File: src/rtl/mode_ctrl_pkg.sv
// Package with mode encodings, command codes, error codes and timing counts.
package mode_ctrl_pkg;

   // ----------------------------------------
   // Working modes
   // ----------------------------------------
   typedef enum logic [2:0] {
      ST_INIT_COPY = 3'b000,
      ST_INIT_CFG  = 3'b001,
      ST_NORMAL    = 3'b010,
      ST_CMD_WAIT  = 3'b011,
      ST_CMD_EXEC  = 3'b100,
      ST_DIAG      = 3'b101
   } mode_type;

   // ----------------------------------------
   // Command codes and error codes
   // ----------------------------------------
   localparam logic [15:0] CMD_ENTER_COMMAND = 16'h72D1;
   localparam logic [15:0] CMD_NVM_UNLOCK = 16'h00A0;
   localparam logic [15:0] CMD_REINIT = 16'h00A1;
   localparam logic [15:0] CMD_MEASURE = 16'h00A2;
   localparam logic [15:0] ERR_WATCHDOG = 16'hC008;
   localparam logic [15:0] ERR_RAM_PARITY = 16'hC001;
   localparam logic [15:0] ERR_COUNTED = 16'hC010;
   localparam logic [15:0] ERR_NVM = 16'hC004;

   // ----------------------------------------
   // Counts and widths
   // ----------------------------------------
   localparam int WATCHDOG_CLOCKS = 69632;
   localparam int FAIL_LIMIT = 2;
   localparam int DATA_WIDTH = 16;
   localparam logic [11:0] DIAG_DAC_LEVEL = 12'h000;

endpackage

File: src/rtl/temp_check.sv
// Temperature raw value range check.
`timescale 1ns/1ps
module temp_check (
   // Raw value and resolution select
   input wire logic [15:0] raw,
   input wire logic [1:0] res_sel,
   // Result
   output logic fail
);
   // -----------------------------
   // Range check
   // -----------------------------
   // Resolution codes: 0 = 13, 1 = 14, 2 = 15 (reduced to 13), 3 = 16 (reduced to 14).
   wire [15:0] reduced = (res_sel == 2'd2) ? {2'b00, raw[15:2]} :
                         (res_sel == 2'd3) ? {2'b00, raw[15:2]} : raw;
   wire [15:0] max_val = res_sel[0] ? 16'h3FFF : 16'h1FFF;
   assign fail = (reduced == 16'h0000) || (reduced >= max_val);
endmodule

File: src/rtl/working_mode_control.sv
// Working mode controller of the sensor signal conditioner.
`timescale 1ns/1ps
// What this block does
// - Power-on copies checked memory, then configures.
// - Normal mode updates result every cycle.
// - Serial result read never disturbs conditioning.
// - Only entry command enters command mode.
// - Other commands in normal mode are discarded.
// - Command mode executes all; interface busy.
// - After command wait, or loop measurement.
// - Memory writes locked until unlock command.
// - Entry accepted two-wire always, one-wire optional.
// - Diagnostic drives low range, loads error code.
// - Diagnostic enables both serial interfaces.
// - RAM parity mismatch forces diagnostic mode.
// - Two failures enter, countdown leaves diagnostic.
// - Temperature zero or full scale fails.
// - Temperature failures go through the counter.
// - Reinit command recopies memory like power-on.
// - Conversion runs continuously, started by controller.
// - Datapath operands are sixteen bits wide.
// - Temperature and sensor checks individually enableable.
// - Start routine watchdog loads code, diagnoses.
// - Watchdog code replaces earlier error codes.
// - RAM parity loads its own error code.
module working_mode_control #(
   parameter int WATCHDOG_LIMIT = mode_ctrl_pkg::WATCHDOG_CLOCKS,
   parameter int FAIL_MAX = 3
) (
   // Clock and reset
   input wire logic clk,
   input wire logic rst,
   // Memory copy engine
   input wire logic copy_done,
   input wire logic copy_error,
   output logic copy_start,
   output logic config_apply,
   // RAM read parity
   input wire logic ram_rd_valid,
   input wire logic [15:0] ram_rd_data,
   input wire logic ram_rd_parity,
   // Commands from the serial interfaces
   input wire logic cmd_valid,
   input wire logic cmd_from_one_wire,
   input wire logic [15:0] cmd_code,
   input wire logic cmd_done,
   input wire logic one_wire_entry_allowed,
   // Measurement cycle
   input wire logic cycle_end,
   input wire logic [15:0] cond_result,
   input wire logic [15:0] temp_raw,
   input wire logic temp_valid,
   input wire logic [1:0] adc_res,
   // Check enables and other failures
   input wire logic chk_temp_en,
   input wire logic chk_sensor_en,
   input wire logic sensor_fail,
   input wire logic hard_fail,
   // Mode and status outputs
   output logic [2:0] mode,
   output logic conv_run,
   output logic cmd_busy,
   output logic cmd_ack,
   output logic nvm_write_en,
   output logic two_wire_en,
   output logic one_wire_en,
   output logic [15:0] serial_out,
   output logic [11:0] dac_value,
   output logic diag_low
);

   // ------------------------------------------------
   // State
   // ------------------------------------------------
   mode_ctrl_pkg::mode_type state_q, state_d;
   logic [16:0] wdog_q;
   logic [3:0] fail_q;
   logic temp_diag_q;
   logic unlock_q;
   logic loop_q;
   logic [15:0] err_q;
   logic [15:0] result_q;
   logic copy_pend_q;

   function automatic logic odd_parity_ok(input logic [15:0] d, input logic p);
      odd_parity_ok = ((^d) ^ p) == 1'b0;
   endfunction

   // ------------------------------------------------
   // Decoding
   // ------------------------------------------------
   wire is_entry = cmd_code == mode_ctrl_pkg::CMD_ENTER_COMMAND;
   wire entry_ok = cmd_valid && is_entry && (!cmd_from_one_wire || one_wire_entry_allowed);
   wire in_init = (state_q == mode_ctrl_pkg::ST_INIT_COPY) ||
                  (state_q == mode_ctrl_pkg::ST_INIT_CFG);
   wire parity_err = ram_rd_valid && !odd_parity_ok(ram_rd_data, ram_rd_parity);
   wire wdog_err = in_init && (wdog_q == 17'(WATCHDOG_LIMIT - 1));
   wire init_err = (state_q == mode_ctrl_pkg::ST_INIT_COPY) && copy_done && copy_error;
   wire hard_err = parity_err || wdog_err || init_err || hard_fail;
   logic temp_fail;
   temp_check u_temp (
      .raw(temp_raw),
      .res_sel(adc_res),
      .fail(temp_fail)
   );
   // Counted failures are sampled once per measurement cycle.
   wire counted_fail = (chk_temp_en && temp_valid && temp_fail) ||
                       (chk_sensor_en && sensor_fail);
   wire measuring = (state_q == mode_ctrl_pkg::ST_NORMAL) || loop_q;
   wire cmd_accept = cmd_valid && (state_q == mode_ctrl_pkg::ST_CMD_WAIT);

   // ------------------------------------------------
   // Next mode
   // ------------------------------------------------
   always_comb begin
      state_d = state_q;
      case (state_q)
         mode_ctrl_pkg::ST_INIT_COPY: begin
            if (copy_done) begin
               state_d = mode_ctrl_pkg::ST_INIT_CFG;
            end
         end
         mode_ctrl_pkg::ST_INIT_CFG: state_d = mode_ctrl_pkg::ST_NORMAL;
         mode_ctrl_pkg::ST_NORMAL: begin
            if (entry_ok) begin
               state_d = mode_ctrl_pkg::ST_CMD_WAIT;
            end
         end
         mode_ctrl_pkg::ST_CMD_WAIT: begin
            if (cmd_accept && cmd_code == mode_ctrl_pkg::CMD_REINIT) begin
               state_d = mode_ctrl_pkg::ST_INIT_COPY;
            end else if (cmd_accept && !is_entry) begin
               state_d = mode_ctrl_pkg::ST_CMD_EXEC;
            end
         end
         mode_ctrl_pkg::ST_CMD_EXEC: begin
            if (cmd_done) begin
               state_d = mode_ctrl_pkg::ST_CMD_WAIT;
            end
         end
         mode_ctrl_pkg::ST_DIAG: begin
            if (entry_ok) begin
               state_d = mode_ctrl_pkg::ST_CMD_WAIT;
            end else if (temp_diag_q && fail_q == 4'd0 && !hard_err) begin
               state_d = mode_ctrl_pkg::ST_NORMAL;
            end
         end
         default: state_d = mode_ctrl_pkg::ST_INIT_COPY;
      endcase
      if (hard_err) begin
         state_d = mode_ctrl_pkg::ST_DIAG;
      end else if (measuring && cycle_end && counted_fail &&
                   fail_q >= 4'(mode_ctrl_pkg::FAIL_LIMIT - 1)) begin
         state_d = mode_ctrl_pkg::ST_DIAG;
      end
   end

   // ------------------------------------------------
   // Registers
   // ------------------------------------------------
   always_ff @(posedge clk) begin
      if (rst) begin
         state_q <= mode_ctrl_pkg::ST_INIT_COPY;
      end else begin
         state_q <= state_d;
      end
   end

   always_ff @(posedge clk) begin
      if (rst || !in_init) begin
         wdog_q <= 17'h0_0000;
      end else if (!wdog_err) begin
         wdog_q <= wdog_q + 17'h0_0001;
      end
   end

   // Failure counter: up on a failing cycle, down on a clean one.
   always_ff @(posedge clk) begin
      if (rst) begin
         fail_q <= 4'h0;
      end else if ((measuring || temp_diag_q) && cycle_end) begin
         if (counted_fail && fail_q < 4'(FAIL_MAX)) begin
            fail_q <= fail_q + 4'h1;
         end else if (!counted_fail && fail_q != 4'h0) begin
            fail_q <= fail_q - 4'h1;
         end
      end
   end

   always_ff @(posedge clk) begin
      if (rst || hard_err) begin
         temp_diag_q <= 1'b0;
      end else if (state_d == mode_ctrl_pkg::ST_DIAG && state_q != mode_ctrl_pkg::ST_DIAG) begin
         temp_diag_q <= 1'b1;
      end else if (state_q != mode_ctrl_pkg::ST_DIAG) begin
         temp_diag_q <= 1'b0;
      end
   end

   always_ff @(posedge clk) begin
      if (rst || state_q != mode_ctrl_pkg::ST_CMD_WAIT && state_q != mode_ctrl_pkg::ST_CMD_EXEC) begin
         unlock_q <= 1'b0;
      end else if (cmd_accept && cmd_code == mode_ctrl_pkg::CMD_NVM_UNLOCK) begin
         unlock_q <= 1'b1;
      end
   end

   always_ff @(posedge clk) begin
      if (rst || state_q != mode_ctrl_pkg::ST_CMD_EXEC && state_q != mode_ctrl_pkg::ST_CMD_WAIT) begin
         loop_q <= 1'b0;
      end else if (cmd_accept) begin
         loop_q <= cmd_code == mode_ctrl_pkg::CMD_MEASURE;
      end
   end

   // Error code register: codes are ORed, the watchdog code replaces others.
   always_ff @(posedge clk) begin
      if (rst) begin
         err_q <= 16'h0000;
      end else if (wdog_err) begin
         err_q <= mode_ctrl_pkg::ERR_WATCHDOG;
      end else if (parity_err) begin
         err_q <= err_q | mode_ctrl_pkg::ERR_RAM_PARITY;
      end else if (init_err) begin
         err_q <= err_q | mode_ctrl_pkg::ERR_NVM;
      end else if (state_d == mode_ctrl_pkg::ST_DIAG && state_q != mode_ctrl_pkg::ST_DIAG) begin
         err_q <= err_q | mode_ctrl_pkg::ERR_COUNTED;
      end
   end

   // Result is latched once per cycle; reads never stall the controller.
   always_ff @(posedge clk) begin
      if (rst) begin
         result_q <= 16'h0000;
      end else if (measuring && cycle_end) begin
         result_q <= cond_result;
      end
   end

   always_ff @(posedge clk) begin
      if (rst) begin
         copy_pend_q <= 1'b1;
      end else begin
         copy_pend_q <= state_d == mode_ctrl_pkg::ST_INIT_COPY && state_q != mode_ctrl_pkg::ST_INIT_COPY;
      end
   end

   // ------------------------------------------------
   // Outputs
   // ------------------------------------------------
   wire in_diag = state_q == mode_ctrl_pkg::ST_DIAG;
   assign mode = state_q;
   assign copy_start = copy_pend_q;
   assign config_apply = state_q == mode_ctrl_pkg::ST_INIT_CFG;
   assign conv_run = measuring;
   assign cmd_busy = state_q == mode_ctrl_pkg::ST_CMD_EXEC;
   assign cmd_ack = cmd_accept || (entry_ok && (state_q == mode_ctrl_pkg::ST_NORMAL || in_diag));
   assign nvm_write_en = unlock_q;
   assign two_wire_en = !cmd_busy;
   assign one_wire_en = in_diag || !cmd_busy;
   assign serial_out = in_diag ? err_q : result_q;
   assign dac_value = in_diag ? mode_ctrl_pkg::DIAG_DAC_LEVEL : result_q[15:4];
   assign diag_low = in_diag;
endmodule

File: config.mk
export PLATFORM = sky130hd
export DESIGN_NAME = working_mode_control
export DESIGN_NICKNAME = d
export VERILOG_FILES = /design/src/rtl/mode_ctrl_pkg.sv /design/src/rtl/temp_check.sv /design/src/rtl/working_mode_control.sv
export SDC_FILE = /design/constraint.sdc
export NUM_CORES = 1
export LEC_CHECK = 0
export ABC_AREA = 1
export BUFFER_PORTS_ARGS = -buffer_cell sky130_fd_sc_hd__buf_2
export CAP_MARGIN = 30
export CORE_MARGIN = 2
export CORE_UTILIZATION = 47
export CTS_BUF_LIST = sky130_fd_sc_hd__clkbuf_4 sky130_fd_sc_hd__clkbuf_8
export DETAILED_ROUTE_END_ITERATION = 8
export PLACE_DENSITY = 0.79
export SLEW_MARGIN = 0
export SYNTH_ARGS = -nofsm -noshare
export SYNTH_HDL_FRONTEND = slang
export SYNTH_SLANG_ARGS = --single-unit
File: constraint.sdc
create_clock -name clk -period 1.8 [get_ports clk]
set_clock_uncertainty 0.05 [all_clocks]
set_input_delay 0.09 -clock clk [delete_from_list [all_inputs] [get_ports clk]]
set_output_delay 0.09 -clock clk [all_outputs]
set_load 0.05 [all_outputs]
==> results of run 1 <==
-- tightest hold or removal path, delay by kind of cell --
kind,cells,cell delay (ps)
AOI/OAI and AO/OA,1,70
and+or+nand+nor,1,80
buffers and inverters,1,80
-- power by group through the flow --
stage | registers, mW | clock network (mW) | logic [mW]
CTS | 1.15 | 0.819 | 0.799
global route | 1.16 | 0.862 | 0.933
detailed placement | 1.17 | 0 | 0.762
finish | 1.15 | 0.812 | 0.848
global placement | 1.17 | 0 | 0.743
floorplan | 1.20 | 0 | 0.487
-- path summary, 6_finish.rpt --
path                       start            to  slack [ps]  cells after the start
setup / recovery       wdog_q[0]      err_q[4]        -100                     15
hold / removal    cond_result[4]   result_q[4]         -10                      3
setup reg to reg       wdog_q[0]      err_q[4]        -100                     15
hold reg to reg     nvm_write_en  nvm_write_en         420                      2
-- metal layers --
metal / vias to the layer above / GRT usage (%) / wire [um]
met3: 19 / 3.918 / 432
met2: 114 / 43.28 / 4840
li1: 2099 / - / -
met5: - / 0 / 0
met4: 0 / 6.198 / 176
met1: 1799 / 26.79 / 3982
-- sequential cells by signal, indices dropped and copies added (netlist names) --
name / cells
copy_start: 1
err_q: 5
fail_q: 4
loop_q: 1
mode: 3
nvm_write_en: 1
result_q: 16
temp_diag_q: 1
wdog_q: 17
-- per-stage QoR --
stage / hold WS, ps / worst slack (ps) / cell area, um2 / setup TNS (ps) / instances
3_3_place_gp: 290.4 / -18.24 / 4403 / -73.77 / 808
3_5_place_dp: 296.2 / -122.2 / 4403 / -690.8 / 808
5_1_grt: 1.269 / -199.7 / 4881 / -2240 / 831
4_1_cts: 1.540 / -97.55 / 4700 / -732.0 / 827
2_1_floorplan: 102.7 / -235.8 / 3573 / -3493 / 569
6_report: -10.89 / -97.91 / 4881 / -625.5 / 831
-- final cells by class --
cell class                      instances  area [um2]  area share [%]
Multi-Input combinational cell        404        2138           43.81
Timing Repair Buffer                  177        1099           22.51
Sequential cell                        49       994.7           20.38
Inverter                               97       414.1           8.485
Tap cell                               96       120.1           2.461
Clock buffer                            6       76.32           1.564
Clock inverter                          2       38.79          0.7947
-- repair_timing --
item / in CTS / in global routing
setup buffers: 7 / 4
pin swaps: 11 / 19
hold buffers: 4 / 2
endpoints found under the setup margin: 38 / 46
endpoints found under the hold margin: 4 / 2
gates resized for setup: 21 / 49
-- logic make-up (layout without fill, tap and decap cells) --
family          after synthesis  after routing  synth area share [%]
simple gates                316            316                 40.89
buf+inv                     116            282                 14.46
compound gates               79             79                 12.60
flops                        49             49                 29.14
fa+ha+maj                     5              5                 1.859
xor+xnor                      4              4                 1.041
-- placed cells by master (no fill, tap or decap), drive strengths merged, types with 6 or more instances in the layout --
master       Yosys  layout
nand3           26      26
o21ai           49      49
buf             13     169
nand2          164     164
nor3            14      14
dlygate4sd3      0       6
dfxtp           49      49
a21oi           23      23
inv             96      86
clkinvlp         0      10
clkbuf           6       8
nor2            89      89
nand4           11      11
==> impl_metrics.py, run 1 <==
metrics = {
    "cts": {
        "clock-root-buffer": "sky130_fd_sc_hd__clkbuf_8",
        "worstSkewPairLatency_ps": 310,
        "clock_sinks": 49,
        "cts_tree": "built",
        "clk_pin_slew_ps": 90,
        "cts_max_level": 2,
        "clockBufferDepth": 2,
        "num_cts_buffers": 5,
    },
    "detailed_routing": {
        "postRouteAntennaNets": 0,
        "route.final.wire_length_um": 9432,
        "via_cell_ratio": 4.851,
        "dr_total_vias": 4031,
        "detail_route.drc_violations": 0,
        "drt_iter0_drcs": 147,
        "routedWlPerCell_um": 11.35,
        "first_pass_iters": 4,
    },
    "layout": {
        "antenna_cells": 0,
        "post-route-util_pct": 71.06,
        "finalNetCount": 821,
        "post_route_cells_drive_above_1_share_pct": 36.73,
        "area_growth_pct": 45.02,
        "num-fill-cells": 559,
    },
    "sta": {
        "final.setup.worst_slack_ps": -97.91,
        "timing.final.hold_violations": 2,
        "max_slew_margin_pct": 71.32,
        "max_slew.worst_pin.slew_ps": 429.8,
        "fin_worst_hold_slack_ps": -10.89,
        "final.period_utilization_pct": 105.4,
        "final_period_demand_of_the_worst_path_ps": 1898,
        "setup-violations-final": 11,
        "slew_violations": 0,
        "rsz_0062_raised_after_global_routing": "yes",
        "fmax_ghz": 0.5269,
    },
    "floorplan": {
        "vertical_die_dimension_um": 88.63,
        "die_outline_area_um2": 7854,
        "initial_core_util_pct": 49.00,
        "die_width_um": 88.63,
        "pin_count": 122,
        "coreArea_um2": 6869,
        "rows": 30,
    },
    "global_routing": {
        "grt_pass1_wl_um": 14720,
        "globalRouteTotalUtil_pct": 23.06,
        "number_of_antenna_violations_at_the_first_check_in_global_routing": 0,
        "gr-total-overflow": 0,
        "grt_pass1_vias": 3624,
        "maximum_number_of_pins_on_one_net_before_global_route_repair": 21,
    },
    "critical_path": {
        "critPathSlowestCell": "sky130_fd_sc_hd__dfxtp_2",
        "worstSetupEndpointType": "flip-flop",
        "critical_path_peak_fanout": 3,
        "critical-path-top-delay-family": "simple AND/OR/NAND/NOR gates",
        "worst-endpoint-required_ps": 2000,
        "cp_most_frequent_cell": "sky130_fd_sc_hd__nand2_2",
        "critical_path.cell_chain": "ha_4 > nand2_4 > nor3_4 > nand2_2 > nor2_4 > nand3_4 > clkinv_4 > nor2_4 > nand4_4 > nand2_2 > nand3_2 > nand2_2 > inv_2 > nand3_2 > a21oi_2",
        "worst-setup-path-type": "flip-flop to flip-flop",
        "timing.critical_path.buf_inv": 2,
        "timing.critical_path.arrival_ps": 2090,
        "crit_path_max_incr_delay_ps": 360,
        "worstSetupStartpointType": "flip-flop",
    },
    "synth": {
        "netlist_top_cells_area": "sky130_fd_sc_hd__dfxtp_1 29%, sky130_fd_sc_hd__nand2_1 18%, sky130_fd_sc_hd__inv_1 10%, sky130_fd_sc_hd__nor2_1 9.4%, sky130_fd_sc_hd__o21ai_0 5.9%",
        "synth_cell_types": 40,
        "post_synth_top_area_share_pct": 29.14,
        "ys_dominant_reg_cell": "sky130_fd_sc_hd__dfxtp_1",
        "synth_warnings": 0,
        "avgSynthCellArea_um2": 5.915,
        "flip_flop_and_latch_count_after_synthesis": 49,
        "synth-async-reset-ratio_pct": 0,
        "post_synthesis_instance_area_um2": 3366,
        "syn_inst": 569,
        "count_of_flip_flops_with_a_built_in_enable_after_synthesis": 0,
        "synth.net_count": 656,
        "synth-seq-area-share_pct": 29.14,
        "post_synth_most_frequent_cells": "159 x sky130_fd_sc_hd__nand2_1, 92 x sky130_fd_sc_hd__inv_1, 84 x sky130_fd_sc_hd__nor2_1, 49 x sky130_fd_sc_hd__dfxtp_1, 40 x sky130_fd_sc_hd__o21ai_0",
        "synth_most_common_cell": "sky130_fd_sc_hd__nand2_1",
        "synth_area_leader_cell": "sky130_fd_sc_hd__dfxtp_1",
    },
    "pwr": {
        "leakage_power_nw": 2.449,
        "comb_power_share_pct": 30.1,
        "share_clk_of_total_power_pct": 28.8,
        "net_switching_power_of_the_design_mw": 0.9387,
        "power_density_nw_per_um2": 576.5,
        "power_frac_seq_pct": 41.0,
        "internal_power_mw": 1.875,
        "vdd_ir_drop_max_mv": 0.4785,
        "p_sw_share_pct": 33.36,
        "fin_total_pwr_mw": 2.814,
    },
    "run_status": {
        "status": "complete, but fails checks",
        "violations_in_the_final_reports": "negative hold slack, negative setup slack",
    },
    "placed_design": {
        "globalplace.congestion": 0.9017,
        "dpl.hpwl_um": 6915,
        "port_buffers": 121,
    },
    "worst_hold_path": {
        "hold_path.class": "input pin to flip-flop",
    },
    "job": {
        "maxCapViolations": 0,
    },
}
Power figures use the tool's default switching activity.
==> inputs of run 2 (changes only) <==
--- a/config.mk
+++ b/config.mk
@@ -9,10 +9,10 @@
 export BUFFER_PORTS_ARGS = -buffer_cell sky130_fd_sc_hd__buf_2
 export CAP_MARGIN = 30
 export CORE_MARGIN = 2
-export CORE_UTILIZATION = 47
-export CTS_BUF_LIST = sky130_fd_sc_hd__clkbuf_4 sky130_fd_sc_hd__clkbuf_8
+export CORE_UTILIZATION = 45
+export CTS_BUF_LIST = sky130_fd_sc_hd__clkbuf_16
 export DETAILED_ROUTE_END_ITERATION = 8
-export PLACE_DENSITY = 0.79
+export PLACE_DENSITY = 0.77
 export SLEW_MARGIN = 0
 export SYNTH_ARGS = -nofsm -noshare
 export SYNTH_HDL_FRONTEND = slang
==> impl_metrics.py, run 2 (same netlist as run 1, synthesis figures left out) <==
metrics = {
    "critical_path": {
        "critical_path.cell_chain": "ha_4 > nand2_4 > nor3_4 > nand2_2 > nor2_4 > nand3_4 > clkinv_4 > buf_4 > nor2_2 > nand3_2 > nor2_2 > nand2_2 > o21ai_1 > nor3b_2",
        "worst_r2r_path_depth": 14,
        "worstSetupStartpointType": "flip-flop",
        "worstSetupEndpointType": "flip-flop",
        "timing.critical_path.arrival_ps": 2050,
        "worst-endpoint-required_ps": 1920,
        "regToRegStartpoint": "wdog_q[0]",
        "setup.reg_to_reg.worst_slack_ps": -130,
        "crit-reg2reg-capture": "wdog_q[14]",
        "timing.critical_path.buf_inv": 2,
        "timing.critical_path.from": "wdog_q[0]",
        "worst-setup-path-type": "flip-flop to flip-flop",
        "crit_path_max_incr_delay_ps": 350,
        "critical_path_peak_fanout": 4,
        "critPathSlowestCell": "sky130_fd_sc_hd__dfxtp_2",
        "critical-path-top-delay-family": "simple AND/OR/NAND/NOR gates",
    },
    "sta": {
        "fmax_ghz": 0.5182,
        "final.setup.worst_slack_ps": -129.6,
        "final.period_utilization_pct": 107.2,
        "timing.final.hold_violations": 0,
        "rsz_0062_raised_after_global_routing": "yes",
        "final_period_demand_of_the_worst_path_ps": 1930,
        "slew_violations": 0,
        "final.setup.tns_ps": -840.9,
        "max_slew_margin_pct": 52.10,
        "fin_worst_hold_slack_ps": 2.545,
        "max_slew.worst_pin.slew_ps": 717.7,
        "setup-violations-final": 15,
    },
    "layout": {
        "biggestRegsByFlops": "wdog_q: 17 flops, result_q: 16 flops, err_q: 5 flops",
        "num-fill-cells": 621,
        "layout.cells.most_common_list": "137 x sky130_fd_sc_hd__nand2_1, 114 x sky130_fd_sc_hd__buf_2, 78 x sky130_fd_sc_hd__inv_1",
        "post_route_cells_drive_above_1_share_pct": 36.63,
        "layout.cells.most_common": "sky130_fd_sc_hd__nand2_1",
        "antenna_cells": 0,
        "largest_register_ff_count": 17,
        "area_growth_pct": 43.23,
        "largest-register": "wdog_q",
        "post-route-util_pct": 66.47,
        "finalNetCount": 815,
    },
    "global_routing": {
        "globalRouteTotalUtil_pct": 21.65,
        "maximum_number_of_pins_on_one_net_before_global_route_repair": 25,
        "number_of_antenna_violations_at_the_first_check_in_global_routing": 0,
        "grt_pass1_wl_um": 15170,
        "grt_pass1_vias": 3770,
        "gr-total-overflow": 0,
    },
    "floorplan": {
        "initial_core_util_pct": 46.40,
        "rows": 31,
        "die_width_um": 90.49,
        "vertical_die_dimension_um": 90.49,
        "pin_count": 122,
        "die_outline_area_um2": 8188,
        "coreArea_um2": 7253,
    },
    "worst_hold_path": {
        "worst_hold_path.num_cells": 3,
        "hold_path.class": "input pin to flip-flop",
        "worst_hold_path.endpoint": "result_q[10]",
        "min-delay-start": "cond_result[10]",
    },
    "job": {
        "maxCapViolations": 0,
    },
    "cts": {
        "cts_tree": "built",
        "clock_sinks": 49,
        "clockBufferDepth": 2,
        "num_cts_buffers": 5,
        "clock-root-buffer": "sky130_fd_sc_hd__clkbuf_16",
        "clk_pin_slew_ps": 70,
        "worstSkewPairLatency_ps": 290,
        "cts_max_level": 2,
    },
    "detailed_routing": {
        "routedWlPerCell_um": 10.96,
        "dr_total_vias": 4037,
        "drt_iter0_drcs": 173,
        "route.final.wire_length_um": 9071,
        "first_pass_iters": 7,
        "postRouteAntennaNets": 0,
        "via_cell_ratio": 4.876,
        "detail_route.drc_violations": 0,
    },
    "run_status": {
        "violations_in_the_final_reports": "negative setup slack",
        "status": "complete, but fails checks",
    },
    "placed_design": {
        "dpl.hpwl_um": 7077,
        "port_buffers": 121,
        "globalplace.congestion": 0.8364,
    },
    "pwr": {
        "vdd_ir_drop_max_mv": 0.5454,
        "power_density_nw_per_um2": 622.7,
        "leakage_power_nw": 2.411,
    },
}
-- run 2: what timing repair did --
item,in CTS,in global routing
endpoints found under the setup margin,39,23
hold endpoints to repair,1,0
pin swaps,5,16
hold buffers,1,0
resized for setup,13,48
buffers inserted,5,5
-- run 2: per-layer routing --
metal	vias to the layer above	wire (um)	GRT usage, %
li1	2086	-	-
met1	1811	3747	24.50
met2	125	4683	41.42
met3	15	515	4.257
met4	0	125	4.872
met5	-	0	0
-- run 2: where the power goes --
| group | internal (mW) | switching, mW |
|---|---|---|
| Sequential | 1.12 | 0.0325 |
| Combinational | 0.305 | 0.530 |
| Clock | 0.602 | 0.410 |
| Total | 2.03 | 0.973 |
-- run 2: metrics by stage --
stage               cells  area (um2)  worst slack (ps)  power (mW)
CTS                   823        4638            -88.73       2.956
global route          828        4821            -256.9       3.154
global placement      809        4379            -97.79       1.904
floorplan             569        3573            -235.8       1.691
detailed placement    809        4379            -173.6       1.927
finish                828        4821            -129.6       3.002
-- run 2: worst min-delay path, stage by stage --
cell,delay [ps]
sky130_fd_sc_hd__buf_2,70
sky130_fd_sc_hd__o21ai_0,70
sky130_fd_sc_hd__nor2_1,70
-- run 2: cell type report --
cell class                      instances  area (um2)  area share, %
Clock inverter                          2       16.27         0.3374
Timing Repair Buffer                  171        1020          21.15
Clock buffer                            6       150.1          3.114
Tap cell                               99       123.9          2.569
Inverter                               97       414.1          8.591
Sequential cell                        49       994.7          20.63
Multi-Input combinational cell        404        2102          43.60
-- run 2: how the worst max path moves through the flow --
stage / endpoint / slack [ps] / cells after the start
after floorplan: serial_out[11] / -240 / 9
after global placement: fail_q[1] / -100 / 14
after detailed placement: err_q[14] / -170 / 15
after CTS: err_q[14] / -90 / 15
after global routing: wdog_q[14] / -260 / 14
final: wdog_q[14] / -130 / 14
==> inputs of run 3 (changes only) <==
==> constraint.sdc (replaced) <==
create_clock -name clk -period 1.8 [get_ports clk]
set_clock_uncertainty 0.05 [all_clocks]
set_input_delay 0.09 -clock clk [delete_from_list [all_inputs] [get_ports clk]]
set_output_delay 0.09 -clock clk [all_outputs]
set_load 0.02 [all_outputs]
==> impl_metrics.py, run 3 (same netlist as run 1, synthesis figures left out) <==
metrics = {
    "run_status": {
        "status": "complete, but fails checks",
        "violations_in_the_final_reports": "negative setup slack",
    },
    "floorplan": {
        "die_outline_area_um2": 8188,
        "initial_core_util_pct": 46.40,
        "coreArea_um2": 7253,
        "rows": 31,
        "pin_count": 122,
        "die_width_um": 90.49,
        "vertical_die_dimension_um": 90.49,
    },
    "critical_path": {
        "timing.critical_path.from": "wdog_q[1]",
        "timing.critical_path.arrival_ps": 2070,
        "setup.reg_to_reg.worst_slack_ps": -90,
        "worstSetupStartpointType": "flip-flop",
        "critical_path_peak_fanout": 3,
        "worst_r2r_path_depth": 15,
        "worst-endpoint-required_ps": 1990,
        "worst-setup-path-type": "flip-flop to flip-flop",
        "crit-reg2reg-capture": "copy_start",
        "regToRegStartpoint": "wdog_q[1]",
        "worstSetupEndpointType": "flip-flop",
        "worstSetupEndpoint": "copy_start",
    },
    "cts": {
        "num_cts_buffers": 5,
        "clock_sinks": 49,
        "clock-root-buffer": "sky130_fd_sc_hd__clkbuf_16",
        "clk_pin_slew_ps": 70,
        "cts_max_level": 2,
        "clockBufferDepth": 2,
        "worstSkewPairLatency_ps": 290,
        "cts_tree": "built",
    },
    "detailed_routing": {
        "via_cell_ratio": 4.870,
        "postRouteAntennaNets": 0,
        "detail_route.drc_violations": 0,
        "route.final.wire_length_um": 9260,
        "dr_total_vias": 4052,
        "drt_iter0_drcs": 92,
        "first_pass_iters": 4,
        "routedWlPerCell_um": 11.13,
    },
    "sta": {
        "final.setup.worst_slack_ps": -87.65,
        "max_slew.worst_pin.slew_ps": 450.4,
        "rsz_0062_raised_after_global_routing": "yes",
        "timing.final.hold_violations": 0,
        "slew_violations": 0,
        "fmax_ghz": 0.5298,
        "max_slew_margin_pct": 69.94,
        "final_period_demand_of_the_worst_path_ps": 1888,
        "setup-violations-final": 12,
        "final.setup.tns_ps": -551.1,
        "final.period_utilization_pct": 104.9,
    },
    "layout": {
        "num-fill-cells": 624,
        "layout.cells.most_common_list": "143 x sky130_fd_sc_hd__nand2_1, 118 x sky130_fd_sc_hd__buf_2, 88 x sky130_fd_sc_hd__inv_1",
        "finalNonFillerCells": 832,
        "layout.cells.most_common": "sky130_fd_sc_hd__nand2_1",
        "largest_register_ff_count": 17,
        "largest-register": "wdog_q",
        "post_route_cells_drive_above_1_share_pct": 34.79,
        "finalNetCount": 819,
        "area_growth_pct": 42.97,
        "post-route-util_pct": 66.34,
        "antenna_cells": 0,
        "biggestRegsByFlops": "wdog_q: 17 flops, result_q: 16 flops, err_q: 5 flops",
    },
    "global_routing": {
        "globalRouteTotalUtil_pct": 21.29,
        "maximum_number_of_pins_on_one_net_before_global_route_repair": 20,
        "gr-total-overflow": 0,
        "grt_pass1_vias": 3833,
        "number_of_antenna_violations_at_the_first_check_in_global_routing": 0,
        "grt_pass1_wl_um": 14890,
    },
    "placed_design": {
        "post-place-cells": 813,
        "globalplace.congestion": 0.8491,
        "placement.setup.worst_slack_ps": -152.0,
        "port_buffers": 121,
        "dpl.hpwl_um": 6824,
    },
    "pwr": {
        "leakage_power_nw": 2.524,
        "power_density_nw_per_um2": 592.3,
        "vdd_ir_drop_max_mv": 0.3425,
        "fin_total_pwr_mw": 2.850,
    },
    "worst_hold_path": {
        "hold_path.class": "input pin to flip-flop",
        "min-delay-start": "cond_result[15]",
    },
    "job": {
        "maxCapViolations": 0,
    },
}
-- run 3: worst min path at each step --
stage,end,slack [ps],cells past startpoint
2_1_floorplan,mode[1],100,1
3_3_place_gp,result_q[11],290,3
3_5_place_dp,result_q[1],300,3
4_1_cts,result_q[15],0.9,3
5_1_grt,result_q[11],10,3
6_report,result_q[15],5,3
-- run 3: report_power, final --
group          internal [mW]  switching, mW  leakage [nW]
logic                  0.307          0.439          2.05
registers               1.12         0.0315         0.399
clock network          0.522          0.427        0.0704
-- run 3: layer usage --
metal	global-route usage (%)	vias up	wire length, um
met4	5.641	0	140
met1	22.97	1829	3767
met3	4.508	17	401
met2	41.42	110	4950
li1	-	2096	-
met5	0	-	0
-- run 3: final cells by class --
class,instances,area [um2],area share (%)
Multi-Input combinational cell,404,2116,43.97
Timing Repair Buffer,175,1061,22.05
Sequential cell,49,989.7,20.57
Inverter,97,371.6,7.722
Clock buffer,5,125.1,2.600
Tap cell,99,123.9,2.574
Clock inverter,3,25.02,0.5200
-- run 3: repair_timing --
action / CTS / global route
hold endpoints to repair: 3 / 0
setup endpoints to repair: 9 / 20
hold buffers: 3 / 0
setup buffers: 2 / 6
cloned: 0 / 0
pin swaps: 6 / 22
gates resized for setup: 6 / 61
-- run 3: worst max-delay path, cell delays in order, from the launching register on --
cell                       delay (ps)
sky130_fd_sc_hd__dfxtp_2          340
sky130_fd_sc_hd__ha_4             170
sky130_fd_sc_hd__nand2_4           80
sky130_fd_sc_hd__nor3_4            50
sky130_fd_sc_hd__nand2_2           70
sky130_fd_sc_hd__nor2_4            50
sky130_fd_sc_hd__nand3_4           80
sky130_fd_sc_hd__clkinv_4          60
sky130_fd_sc_hd__nor2_4           160
sky130_fd_sc_hd__nand3_2          110
sky130_fd_sc_hd__nor2_4           150
sky130_fd_sc_hd__nand3_2          110
sky130_fd_sc_hd__buf_6            150
sky130_fd_sc_hd__nor2_4            80
sky130_fd_sc_hd__nand2_1           60
sky130_fd_sc_hd__nand2_1           50
-- run 3: stage by stage --
stage | hold slack [ps] | area [um2]
5_1_grt | 11.25 | 4812
6_report | 5.093 | 4812
2_1_floorplan | 105.0 | 3413
3_3_place_gp | 290.0 | 4359
3_5_place_dp | 298.9 | 4359
4_1_cts | 0.8790 | 4581
